<file path="src/hw/bliu_pkg.sv">
// Constants and types shared by the bitwise logic unit and the increment unit.
// Assumes a single core clock; operands come from the register crossbar.
// Function
// - Logic unit result appears one cycle after operands are presented.
// - Each result bit indexes a 4-bit truth code by the A,B bit pair.
// - The 3-bit function code expands to and, and-not-b, xor, or, nor, xnor, or-not-b, nand.
// - Optional reduction ANDs or ORs all bits of each packet.
// - Packet reduction works on byte packets only.
// - Add one flips low bits through the first zero, which becomes one.
// - The carry tree also yields the lowest set bit search.
// - Subtract one inverts operand and result; lowest clear bit inverts the operand only.
// - Highest bit searches reverse the operand bit order first.
// - Magnitude passes operand if non-negative, else its negation.
// - Compare: xor operands, find top differing bit, and with one operand.
// - Final mux picks either operand for min, max and clip.
// - Signed compare inverts each chunk's sign bit in both operands.
// - Add one, subtract one, negate, magnitude finish in one stage.
// - Those single-stage operations also work per SIMD chunk.
// - Search, min and max take one extra pipeline stage.
package bliu_pkg;
  localparam int WORD_W_DEF = 64;
  localparam int CHUNK_W_DEF = 64;
  localparam int PACKET_W = 8;
  localparam int FUNC_W = 3;
  localparam int TRUTH_W = 4;
  localparam int LOGIC_LATENCY = 1;
  localparam int INC_FAST_LATENCY = 1;
  localparam int INC_SLOW_LATENCY = 2;

  typedef enum logic [1:0] {BLIU_RED_NONE, BLIU_RED_AND, BLIU_RED_OR} bliu_reduce_t;

  typedef enum logic [3:0] {
    BLIU_INC, BLIU_DEC, BLIU_NEG, BLIU_ABS,
    BLIU_LOW_SET, BLIU_LOW_CLR, BLIU_HIGH_SET, BLIU_HIGH_CLR,
    BLIU_CMP, BLIU_MIN, BLIU_MAX, BLIU_CLIP
  } bliu_inc_op_t;

  // Truth codes: leftmost bit answers A=0,B=0, rightmost A=1,B=1
  function automatic logic [3:0] bliu_truth(input logic [2:0] func);
    logic [3:0] t;
    t = 4'h0;
    unique case (func)
      3'h0: t = 4'h1;
      3'h1: t = 4'h2;
      3'h2: t = 4'h6;
      3'h3: t = 4'h7;
      3'h4: t = 4'h8;
      3'h5: t = 4'h9;
      3'h6: t = 4'hb;
      3'h7: t = 4'he;
    endcase
    return t;
  endfunction
endpackage

</file>
<file path="src/hw/bliu_logic.sv">
// Bitwise two-operand logic unit with optional per-byte reduction.
// Assumes operands valid for one cycle at the crossbar; reset clears the datapath register.
`timescale 1ns/10ps
module bliu_logic
  import bliu_pkg::*;
#(
  parameter int WORD_W = bliu_pkg::WORD_W_DEF
) (
  input wire logic sys_clk,
  input wire logic reset_n,
  input wire logic clk_en,
  input wire logic in_valid,
  input wire logic [bliu_pkg::FUNC_W-1:0] func,
  input wire bliu_pkg::bliu_reduce_t reduce,
  input wire logic [WORD_W-1:0] op_a,
  input wire logic [WORD_W-1:0] op_b,
  output logic out_valid,
  output logic [WORD_W-1:0] result
);
  typedef struct packed {
    logic valid;
    logic [WORD_W-1:0] res;
  } bliu_logic_st_t;

  bliu_logic_st_t s_q;
  bliu_logic_st_t s_d;
  logic [3:0] truth;
  logic [WORD_W-1:0] bits;

  always_comb begin
    truth = bliu_truth(func);
    for (int i = 0; i < WORD_W; i++) begin
      // Index 0 is A=1,B=1, so the leftmost code bit answers 00
      bits[i] = truth[{~op_a[i], ~op_b[i]}];
    end
    s_d = s_q;
    s_d.valid = in_valid;
    s_d.res = bits;
    if (reduce != BLIU_RED_NONE) begin
      for (int p = 0; p < WORD_W / PACKET_W; p++) begin
        s_d.res[p*PACKET_W +: PACKET_W] = {PACKET_W{(reduce == BLIU_RED_AND) ?
          &bits[p*PACKET_W +: PACKET_W] : |bits[p*PACKET_W +: PACKET_W]}};
      end
    end
  end

  always_ff @(posedge sys_clk or negedge reset_n) begin
    if (!reset_n) begin
      s_q <= '0;
    end else if (clk_en) begin
      s_q <= s_d;
    end
  end

  assign out_valid = s_q.valid;
  assign result = s_q.res;
endmodule

</file>
<file path="src/hw/bliu_exec.sv">
// Top: bitwise logic unit plus increment/search/compare unit.
// Assumes the decoder issues at most one op per unit per cycle and
// accepts results as they appear; there is no stall path.
`timescale 1ns/10ps
module bliu_exec
  import bliu_pkg::*;
#(
  parameter int WORD_W = bliu_pkg::WORD_W_DEF,
  parameter int CHUNK_W = bliu_pkg::CHUNK_W_DEF
) (
  input wire logic sys_clk,
  input wire logic reset_n,
  input wire logic clk_en,
  input wire logic logic_valid,
  input wire logic [bliu_pkg::FUNC_W-1:0] logic_func,
  input wire bliu_pkg::bliu_reduce_t logic_reduce,
  input wire logic [WORD_W-1:0] logic_a,
  input wire logic [WORD_W-1:0] logic_b,
  output logic logic_out_valid,
  output logic [WORD_W-1:0] logic_result,
  input wire logic inc_valid,
  input wire bliu_pkg::bliu_inc_op_t inc_op,
  input wire logic inc_simd,
  input wire logic inc_signed,
  input wire logic [WORD_W-1:0] inc_a,
  input wire logic [WORD_W-1:0] inc_b,
  output logic inc_out_valid,
  output logic [WORD_W-1:0] inc_result
);
  localparam int NCH = WORD_W / CHUNK_W;

  ////////////////////////////////////////////////////////////////////////////
  bliu_logic #(.WORD_W(WORD_W)) u_logic (
    .sys_clk(sys_clk),
    .reset_n(reset_n),
    .clk_en(clk_en),
    .in_valid(logic_valid),
    .func(logic_func),
    .reduce(logic_reduce),
    .op_a(logic_a),
    .op_b(logic_b),
    .out_valid(logic_out_valid),
    .result(logic_result)
  );

  ////////////////////////////////////////////////////////////////////////////
  // Mask of bits up to and including the lowest zero of each segment (segment = chunk or word)
  function automatic logic [WORD_W-1:0] low_ones(input logic [WORD_W-1:0] v,
                                                 input logic seg);
    logic [WORD_W-1:0] m;
    logic run;
    m = '0;
    run = 1'b1;
    for (int i = 0; i < WORD_W; i++) begin
      if (seg && (i % CHUNK_W == 0)) begin
        run = 1'b1;
      end
      m[i] = run;
      run = run & v[i];
    end
    return m;
  endfunction

  function automatic logic [WORD_W-1:0] rev(input logic [WORD_W-1:0] v);
    logic [WORD_W-1:0] r;
    for (int i = 0; i < WORD_W; i++) begin
      r[i] = v[WORD_W-1-i];
    end
    return r;
  endfunction

  // Increment per segment: flip through the first zero
  function automatic logic [WORD_W-1:0] incr(input logic [WORD_W-1:0] v,
                                             input logic seg);
    return v ^ low_ones(v, seg);
  endfunction

  // Isolate the lowest set bit of the whole word, zero when none
  function automatic logic [WORD_W-1:0] lowest(input logic [WORD_W-1:0] v);
    logic [WORD_W-1:0] m;
    m = low_ones(~v, 1'b0);
    return v & m;
  endfunction

  ////////////////////////////////////////////////////////////////////////////
  typedef struct packed {
    logic v1;
    logic [WORD_W-1:0] r1;
    logic slow;
    bliu_inc_op_t op;
    logic [WORD_W-1:0] a;
    logic [WORD_W-1:0] b;
    logic [WORD_W-1:0] x;
    logic v2;
    logic [WORD_W-1:0] r2;
  } bliu_inc_st_t;

  bliu_inc_st_t s_q;
  bliu_inc_st_t s_d;
  logic [WORD_W-1:0] fast;
  logic [WORD_W-1:0] ca;
  logic [WORD_W-1:0] cb;
  logic [WORD_W-1:0] sgn;
  logic [WORD_W-1:0] top;
  logic a_lower;
  logic is_slow;

  always_comb begin
    fast = '0;
    sgn = '0;
    for (int c = 0; c < NCH; c++) begin
      sgn[c*CHUNK_W + CHUNK_W - 1] = 1'b1;
    end
    is_slow = inc_op inside {BLIU_LOW_SET, BLIU_LOW_CLR, BLIU_HIGH_SET,
                             BLIU_HIGH_CLR, BLIU_CMP, BLIU_MIN, BLIU_MAX, BLIU_CLIP};
    // First stage: one pass of input XOR, carry tree, mux and output XOR
    unique case (inc_op)
      BLIU_INC: fast = incr(inc_a, inc_simd);
      BLIU_DEC: fast = ~incr(~inc_a, inc_simd);
      BLIU_NEG: fast = incr(~inc_a, inc_simd);
      BLIU_ABS: begin
        fast = inc_a;
        for (int c = 0; c < NCH; c++) begin
          if ((inc_simd || c == NCH - 1) && inc_a[c*CHUNK_W + CHUNK_W - 1]) begin
            fast = incr(~inc_a, inc_simd);
          end
        end
        if (inc_simd) begin
          for (int c = 0; c < NCH; c++) begin
            if (!inc_a[c*CHUNK_W + CHUNK_W - 1]) begin
              fast[c*CHUNK_W +: CHUNK_W] = inc_a[c*CHUNK_W +: CHUNK_W];
            end
          end
        end
      end
      BLIU_LOW_SET: fast = inc_a;
      BLIU_LOW_CLR: fast = ~inc_a;
      BLIU_HIGH_SET: fast = rev(inc_a);
      BLIU_HIGH_CLR: fast = rev(~inc_a);
      default: fast = inc_a ^ inc_b;
    endcase
    ca = inc_signed ? (inc_a ^ sgn) : inc_a;
    cb = inc_signed ? (inc_b ^ sgn) : inc_b;

    s_d = s_q;
    s_d.v1 = inc_valid && !is_slow;
    s_d.r1 = fast;
    s_d.slow = inc_valid && is_slow;
    s_d.op = inc_op;
    s_d.a = inc_a;
    s_d.b = inc_b;
    s_d.x = (inc_op inside {BLIU_CMP, BLIU_MIN, BLIU_MAX, BLIU_CLIP}) ? (ca ^ cb) : fast;
    if (inc_op inside {BLIU_CMP, BLIU_MIN, BLIU_MAX, BLIU_CLIP}) begin
      s_d.a = ca;
      s_d.b = inc_a;
      s_d.r1 = inc_b;
    end

    // Second stage: search and select
    top = rev(lowest(rev(s_q.x)));
    a_lower = ~|(top & s_q.a);
    s_d.v2 = s_q.slow;
    unique case (s_q.op)
      BLIU_LOW_SET, BLIU_LOW_CLR: s_d.r2 = lowest(s_q.x);
      BLIU_HIGH_SET, BLIU_HIGH_CLR: s_d.r2 = rev(lowest(s_q.x));
      BLIU_CMP: s_d.r2 = {{(WORD_W-1){1'b0}}, a_lower & |s_q.x};
      BLIU_MIN: s_d.r2 = a_lower ? s_q.b : s_q.r1;
      BLIU_MAX: s_d.r2 = a_lower ? s_q.r1 : s_q.b;
      default: s_d.r2 = (!a_lower && |s_q.x) ? s_q.r1 : s_q.b;
    endcase
  end

  always_ff @(posedge sys_clk or negedge reset_n) begin
    if (!reset_n) begin
      s_q <= '0;
    end else if (clk_en) begin
      s_q <= s_d;
    end
  end

  // A slow result and a fast one issued a cycle later land together; slow wins
  assign inc_out_valid = s_q.v2 | s_q.v1;
  assign inc_result = s_q.v2 ? s_q.r2 : s_q.r1;
endmodule

</file>
<file path="config.mk">
export PLATFORM = sky130hd
export DESIGN_NAME = bliu_exec
export DESIGN_NICKNAME = d
export VERILOG_FILES = /design/src/hw/bliu_pkg.sv /design/src/hw/bliu_logic.sv /design/src/hw/bliu_exec.sv
export SDC_FILE = /design/constraint.sdc
export NUM_CORES = 2
export LEC_CHECK = 0
export BUFFER_PORTS_ARGS = -buffer_cell sky130_fd_sc_hd__buf_2
export CAP_MARGIN = 25
export CORE_MARGIN = 8
export CORE_UTILIZATION = 40
export DETAILED_ROUTE_END_ITERATION = 10
export SLEW_MARGIN = 20
export SYNTH_ARGS = -nofsm -noshare
export SYNTH_HDL_FRONTEND = slang
export SYNTH_SLANG_ARGS = --single-unit
</file>
<file path="constraint.sdc">
create_clock -name sys_clk -period 7 [get_ports sys_clk]
set_input_delay 1.4 -clock sys_clk [delete_from_list [all_inputs] [get_ports sys_clk]]
set_output_delay 1.4 -clock sys_clk [all_outputs]
set_load 0.005 [all_outputs]
</file>
== Word level (Yosys, flattened, before mapping) ==
Memory sizes are Yosys's and may differ from the RTL's.
Index checks and enable logic that the tools add are counted.

* Register bits after elaboration: 392
* Memory bits (read-only): 32
* Output and inout port bits: 130
* Word-level logic and storage cells: 801
* Memories: 1

{| class="wikitable"
|+ Memory list
! memory !! words !! bits a word !! rd ports !! clocked after memory_dff !! wr ports !! RTL line !! RTL
|-
| (no name shown) || 8 || 4 || 1 || 0 || 0 || bliu_pkg.sv:42 || <nowiki>unique case (func)</nowiki>
|}

* $lt $le $gt $ge: 64
* Equality and inequality tests: 19
* Muxes and demuxes: 156
* Bitwise operators: 521
* Reductions and logical operators: 29

{| class="wikitable"
|+ Operators by type and width
! kind !! count
|-
| 2-to-1 mux 64 bit || 12
|-
| case mux 64 bit (8 select lines) || 1
|-
| XOR 64 bit || 6
|-
| bitwise AND 1 bit || 377
|-
| case mux 64 bit (5 select lines) || 1
|-
| bitwise AND 64 bit || 3
|-
| < comparator 2 x 3 -> 1 bit (second input constant) || 64
|-
| inverter 1 bit || 130
|-
| binary-select mux 1 bit (select 2 bit) || 64
|-
| 2-to-1 mux 128 bit || 1
|-
| inverter 64 bit || 2
|-
| OR reduction 64 bit || 2
|-
| inverter 63 bit || 2
|-
| 2-to-1 mux 1 bit || 77
|-
| AND reduction 8 bit || 8
|-
| OR reduction 8 bit || 8
|-
| equality test 4 x 3 -> 1 bit (second input constant) || 8
|-
| equality test 4 bit (second input constant) || 7
|-
| equality test 4 x 2 -> 1 bit (second input constant) || 2
|-
| nonzero test 8 bit || 1
|-
| equality test 4 x 1 -> 1 bit (second input constant) || 1
|-
| zero test 4 bit || 1
|-
| nonzero test 4 bit || 1
|-
| OR reduction 2 bit || 2
|-
| other kinds (5) || 8
|}

== Logic depth before layout (Yosys ltp) ==
* Depth after elaboration: 71
* Gate-level depth with buffers: 73
* Gate-level depth less buffers: 72

== By module ==
Synthesis repeated with hierarchy kept, for this count alone.

* Cell total of the unflattened synthesis: 3,617
* Area total of the unflattened synthesis: 30,165.2 sq um

{| class="wikitable"
|+ By module, submodules not included
! module !! times used !! cells each !! area an instance (sq um)
|-
| bliu_exec || 1 || 2,852 || 23,379.9
|-
| bliu_logic || 1 || 765 || 6,785.3
|}

== Worst setup path before layout ==
Ideal clock, no wire load.

* Path type: input to register
* Start point: input inc_a[0]
* End point: register s_q[128] (netlist name)
* Library setup time: 77 ps
* Arrival time: 13,354 ps
* Required time: 6,923 ps
* Slack: -6,431 ps
* Stages on the path: 73
* Cells stage by stage: clkbuf_1 inv_1 ha_1 ha_1 ha_1 ha_1 ha_1 ha_1 ha_1 ha_1 ha_1 ha_1 ha_1 ha_1 ha_1 ha_1 ha_1 ha_1 (+37 left out) ha_1 ha_1 ha_1 ha_1 ha_1 ha_1 ha_1 ha_1 ha_1 ha_1 nor2_1 a21oi_1 o211ai_1 o221ai_1 nor2_1 nor3_1 nor2_1 a21oi_1

* Cells in the longest elaborated chain, start to end: 70

{| class="wikitable"
|+ RTL lines
! item !! RTL line !! RTL
|-
| start: declaration || bliu_exec.sv:25 || <nowiki>input wire logic [WORD_W-1:0] inc_a,</nowiki>
|-
| inverter 64 bit || n/a ||
|-
| bitwise AND 1 bit (63 in series) || bliu_exec.sv:59 || <nowiki>run = run & v[i];</nowiki>
|-
| XOR 64 bit || bliu_exec.sv:75 || <nowiki>return v ^ low_ones(v, seg);</nowiki>
|-
| 2-to-1 mux 64 bit || bliu_exec.sv:124 || <nowiki>if ((inc_simd || c == NCH - 1) && inc_a[c*CHUNK_W + CHUNK_W - 1]) begin</nowiki>
|-
| 2-to-1 mux 64 bit || bliu_exec.sv:130 || <nowiki>if (!inc_a[c*CHUNK_W + CHUNK_W - 1]) begin</nowiki>
|-
| 2-to-1 mux 64 bit || bliu_exec.sv:128 || <nowiki>if (inc_simd) begin</nowiki>
|-
| case mux 64 bit (8 select lines) * || bliu_exec.sv:117 || <nowiki>unique case (inc_op)</nowiki>
|-
| 2-to-1 mux 64 bit * || bliu_exec.sv:152 || <nowiki>s_d.x = (inc_op inside {BLIU_CMP, BLIU_MIN, BLIU_MAX, BLIU_CLIP}) ? (ca ^ cb) : fast;</nowiki>
|-
| end signal: assignment || bliu_exec.sv:175 || <nowiki>s_q <= '0;</nowiki>
|-
| end signal: assignment || bliu_exec.sv:177 || <nowiki>s_q <= s_d;</nowiki>
|-
| end: declaration || bliu_exec.sv:98 || <nowiki>bliu_inc_st_t s_q;</nowiki>
|}

Every way passes the cells marked *; elsewhere a longest branch is shown, timed or not.
A chain may end at the register's enable or synchronous reset.

== Final worst setup path ==
* Start point: input inc_a[1]
* End point: register s_q[325] (netlist name)

* Cells in the longest elaborated chain, start to end: 69

{| class="wikitable"
|+ RTL lines
! item !! RTL line !! RTL
|-
| inverter 64 bit || bliu_exec.sv:119, bliu_exec.sv:120, bliu_exec.sv:125 ||
|-
| bitwise AND 1 bit (62 in series) || bliu_exec.sv:59 ||
|-
| XOR 64 bit || bliu_exec.sv:75 ||
|-
| 2-to-1 mux 64 bit || bliu_exec.sv:124 ||
|-
| 2-to-1 mux 64 bit || bliu_exec.sv:130 ||
|-
| 2-to-1 mux 64 bit || bliu_exec.sv:128 ||
|-
| case mux 64 bit (8 select lines) * || bliu_exec.sv:117 ||
|-
| 2-to-1 mux 64 bit * || bliu_exec.sv:153 || <nowiki>if (inc_op inside {BLIU_CMP, BLIU_MIN, BLIU_MAX, BLIU_CLIP}) begin</nowiki>
|}

Marks and branches as above.

==> results.sh <==
export IMPL_path_buf_inv=2
export IMPL_max_cap_violations=0
export IMPL_drtAntennaViolNets=0
export IMPL_grt_pass1_wl_um=166100
export IMPL_place_hpwl_um=79430
export IMPL_core_area_um2=70030
export IMPL_slew_violations=0
export IMPL_min_from="s_q[31]$_DFFE_PN0P_"
export IMPL_wl_um=108900
export IMPL_drive_above_1_share_pct=24.04
export IMPL_cts_tree="yes"
export IMPL_required_ns=7.48
export IMPL_ff_latch_area_um2=9813
export IMPL_insertion_delay_ns=0.61
export IMPL_cts_root_buf="clkbuf_16"
export IMPL_cp_slowest_stage_delay_ns=0.23
export IMPL_dp_cells=4745
export IMPL_path_max_fanout=3
export IMPL_maxSlewHeadroom_pct=25.92
export IMPL_synth_edf_count=0
export IMPL_fp_dieW_um=282.1
export IMPL_rsz0062_at_grt="true"
export IMPL_multiInputGateArea_um2=18960
export IMPL_drt_vias_per_instance=5.770
export IMPL_cts_buffer_depth=3
export IMPL_cp_top_family="adder cells"
export IMPL_drt_wirelength_per_cell_um=22.46
export IMPL_synth_cell_types=67
export IMPL_io_pin_count=402
export IMPL_routed_via_count=27970
export IMPL_final_cells=4848
export IMPL_place_gp_congestion=0.8936
export IMPL_synth_area_um2=28320
export IMPL_drt_iter0_markers=2450
export IMPL_synth_fp_nets=4000
export IMPL_status="complete, but fails checks"
export IMPL_initial_core_util_pct=40.44
export IMPL_path_clk_slew_ns=0.06
export IMPL_worst_setup_path_end_kind="flip-flop"
export IMPL_post_route_period_util_pct=168.1
export IMPL_numCtsBuffers=48
export IMPL_grt_util_all_layers_pct=26.59
export IMPL_fin_crit_ns=11.77
export IMPL_start_kind="input pin"
export IMPL_crit_arrival_ns=12.25
export IMPL_violations="negative setup slack"
export IMPL_n_fill_cell=6715
export IMPL_dr_pass1_iters=6
export IMPL_crit_path_frequent_cell="ha_4"
export IMPL_hold_path_class="flip-flop to flip-flop"
export IMPL_power_density_nw_per_um2=215.0
export IMPL_clock_sinks=392
export IMPL_synth_async_reset_ratio_pct=100.0
export IMPL_h_tree_depth=2
export IMPL_finalSetupViolCount=63
export IMPL_syn_area_per_cell_um2=7.875
export IMPL_finalWorstSetupSlack_ns=-4.768
export IMPL_finClkSkew_ns=0.03035
export IMPL_tightest_slew_ns=1.101
export IMPL_yosys_warnings=0
export IMPL_nNetsFinal=4258
export IMPL_num_rows=97
export IMPL_synthCells=3596
export IMPL_grt_pass1_vias=26370
export IMPL_max_freq_ghz=0.08498
export IMPL_port_buffers=400
export IMPL_grt_ovfl_total=0
export IMPL_fin_util_pct=50.28
export IMPL_synth_seq_area_share_pct=34.64
export IMPL_report_final_hold_viol_count=0
export IMPL_reg2reg_from="s_q[116]$_DFFE_PN0P_"
export IMPL_grt_max_degree=215
export IMPL_dieArea_um2=79570
export IMPL_antenna_found_initial=26
export IMPL_die_y_um=282.1
export IMPL_leakagePower_nw=14.12
export IMPL_critPathLaunch="inc_a[1]"
export IMPL_synth_seq_cells=392
export IMPL_drc_errors=0
export IMPL_path_class="input pin to flip-flop"
export IMPL_holdWs_ns=0.4949
export IMPL_synthFlopType="dfrtp_1"
export IMPL_vdd_ir_drop_max_mv=0.1725
export IMPL_area_growth_syn_to_layout_pct=24.34
export IMPL_cp_slowest_cell="ha_4"
## worst paths after layout
check	to	slack, ns	cells after the start
max	s_q[325]$_DFFE_PN0P_	-4.77	73
min	s_q[31]$_DFFE_PN0P_	0.49	2
max reg2reg	s_q[24]$_DFFE_PN0P_	1.46	10
min reg2reg	s_q[31]$_DFFE_PN0P_	0.49	2
max in group asynchronous	s_q[64]$_DFFE_PN0P_	5.01	2
min in group asynchronous	u_logic.result[21]$_DFFE_PN0P_	0.69	1
## kinds of logic (layout without fill, tap and decap cells)
kind of cell    count (synthesis)  count (layout)  synth area share [%]
simple gates                 1189            1189                 17.75
flops                         392             392                 34.64
mux                           202             202                 7.719
other cells                     0              15                     0
fa+ha+maj                     132             132                 5.832
buf+inv                       461             758                 6.181
xor+xnor                      121             121                 3.742
compound gates               1099            1099                 24.14
## power breakdown
| part | total (mW) | switching [mW] | internal (mW) |
|---|---|---|---|
| Clock | 2.65 | 1.05 | 1.59 |
| Sequential | 2.89 | 0.303 | 2.58 |
| Combinational | 2.04 | 1.22 | 0.817 |
| Total | 7.57 | 2.58 | 4.99 |
## layer usage
metal	up-vias	global-route usage, %	part of all wire [%]
li1	13390	-	-
met1	13300	38.22	45
met2	1123	39.98	43
met3	141	6.259	9.0
met4	18	6.661	2.1
met5	-	0	0.10
## state kept, by name (all words and copies together), names as in the netlist
name and flops:
s_d 1, s_q 326, u_logic.out_valid 1, u_logic.result 64
## Yosys cell counts, types with 3 or more instances
cell type  number  area (um^2)
buf_1          35        131.4
o311ai_0       65        569.3
a22oi_1        35        262.8
mux2_2        131         1475
a221oi_1       41        359.1
nand3_1        86        430.4
nor3b_1         4        30.03
nand3b_1       13        97.59
or2_2           5        31.28
nor4_1         28        175.2
a22o_1          7        61.31
and2_1          9        56.30
dfrtp_1       392         9809
nand4_1        11        68.82
a21oi_1       291         1456
a2111oi_0      50        437.9
buf_2          16        80.08
o22ai_1        12        75.07
nor2b_1        16        100.1
xor2_1         61        534.3
clkbuf_1      250        938.4
a211o_1         3        26.28
mux2i_1        71        710.7
and3_1          4        25.02
inv_1         160        600.6
nand2_1       447         1678
o2111ai_1       9        78.83
or4_1           5        37.54
o211ai_1       81        608.1
nor3_1         21        105.1
ha_1          132         1652
a211oi_1        5        37.54
o21ai_0       310         1551
a311oi_1        3        26.28
nor2_1        503         1888
nand2b_1       18        112.6
o31ai_1        51        382.9
o221ai_1        3        26.28
xnor2_1        60        525.5
a31oi_1       101        631.9
o21ai_1         9        45.04
a32oi_1         5        43.79
nor4b_1         7        61.31
## worst reg2reg max path, stage by stage (launching register included)
cell and delay, ns:
dfrtp_1 0.47, nor4_1 0.97, and4b_1 0.44, nand2_1 0.25
nor4_1 0.90, a211oi_1 0.26, nand3b_2 0.45, mux2i_4 0.96
buf_12 0.31, a221oi_1 0.23, a21oi_1 0.20
## per-stage QoR
stage	power (mW)	cell area, um^2	setup slack [ns]	TNS [ns]
final	7.572	35210	-4.768	-152.80
after global routing	7.964	35200	-5.038	-164.61
after CTS	7.606	35060	-4.740	-150.31
after detailed placement	4.888	32880	-5.473	-204.97
after global placement	4.861	32870	-5.428	-202.46
after floorplan	3.999	29890	-4.979	-163.72
## layout by cell type, fill, tap and decap left out, types with 69 or more instances in the layout
| cell type | n |
|---|---|
| inv_1 | 158 |
| buf_4 | 102 |
| a31oi_1 | 101 |
| mux2_2 | 131 |
| mux2i_1 | 69 |
| dfrtp_1 | 391 |
| o211ai_1 | 81 |
| ha_4 | 125 |
| nand2_1 | 440 |
| nand3_1 | 86 |
| nor2_1 | 500 |
| buf_2 | 396 |
| a21oi_1 | 282 |
| o21ai_0 | 280 |
## layout make-up
cell class	count	share of cell area, %
Clock inverter	14	0.5757
Multi-Input combinational cell	2743	53.85
Clock buffer	75	4.182
Timing Repair Buffer	509	8.347
Tap cell	940	3.340
Sequential cell	392	27.87
Inverter	160	1.727
Antenna cell	15	0.1066
## what timing repair did
item,in CTS,in global routing
gates resized for setup,85,24
setup buffers,1,0
hold buffers,0,0
endpoints found under the setup margin,66,66
pin swaps,21,14
Note: power is estimated with default switching activity, not from simulation.
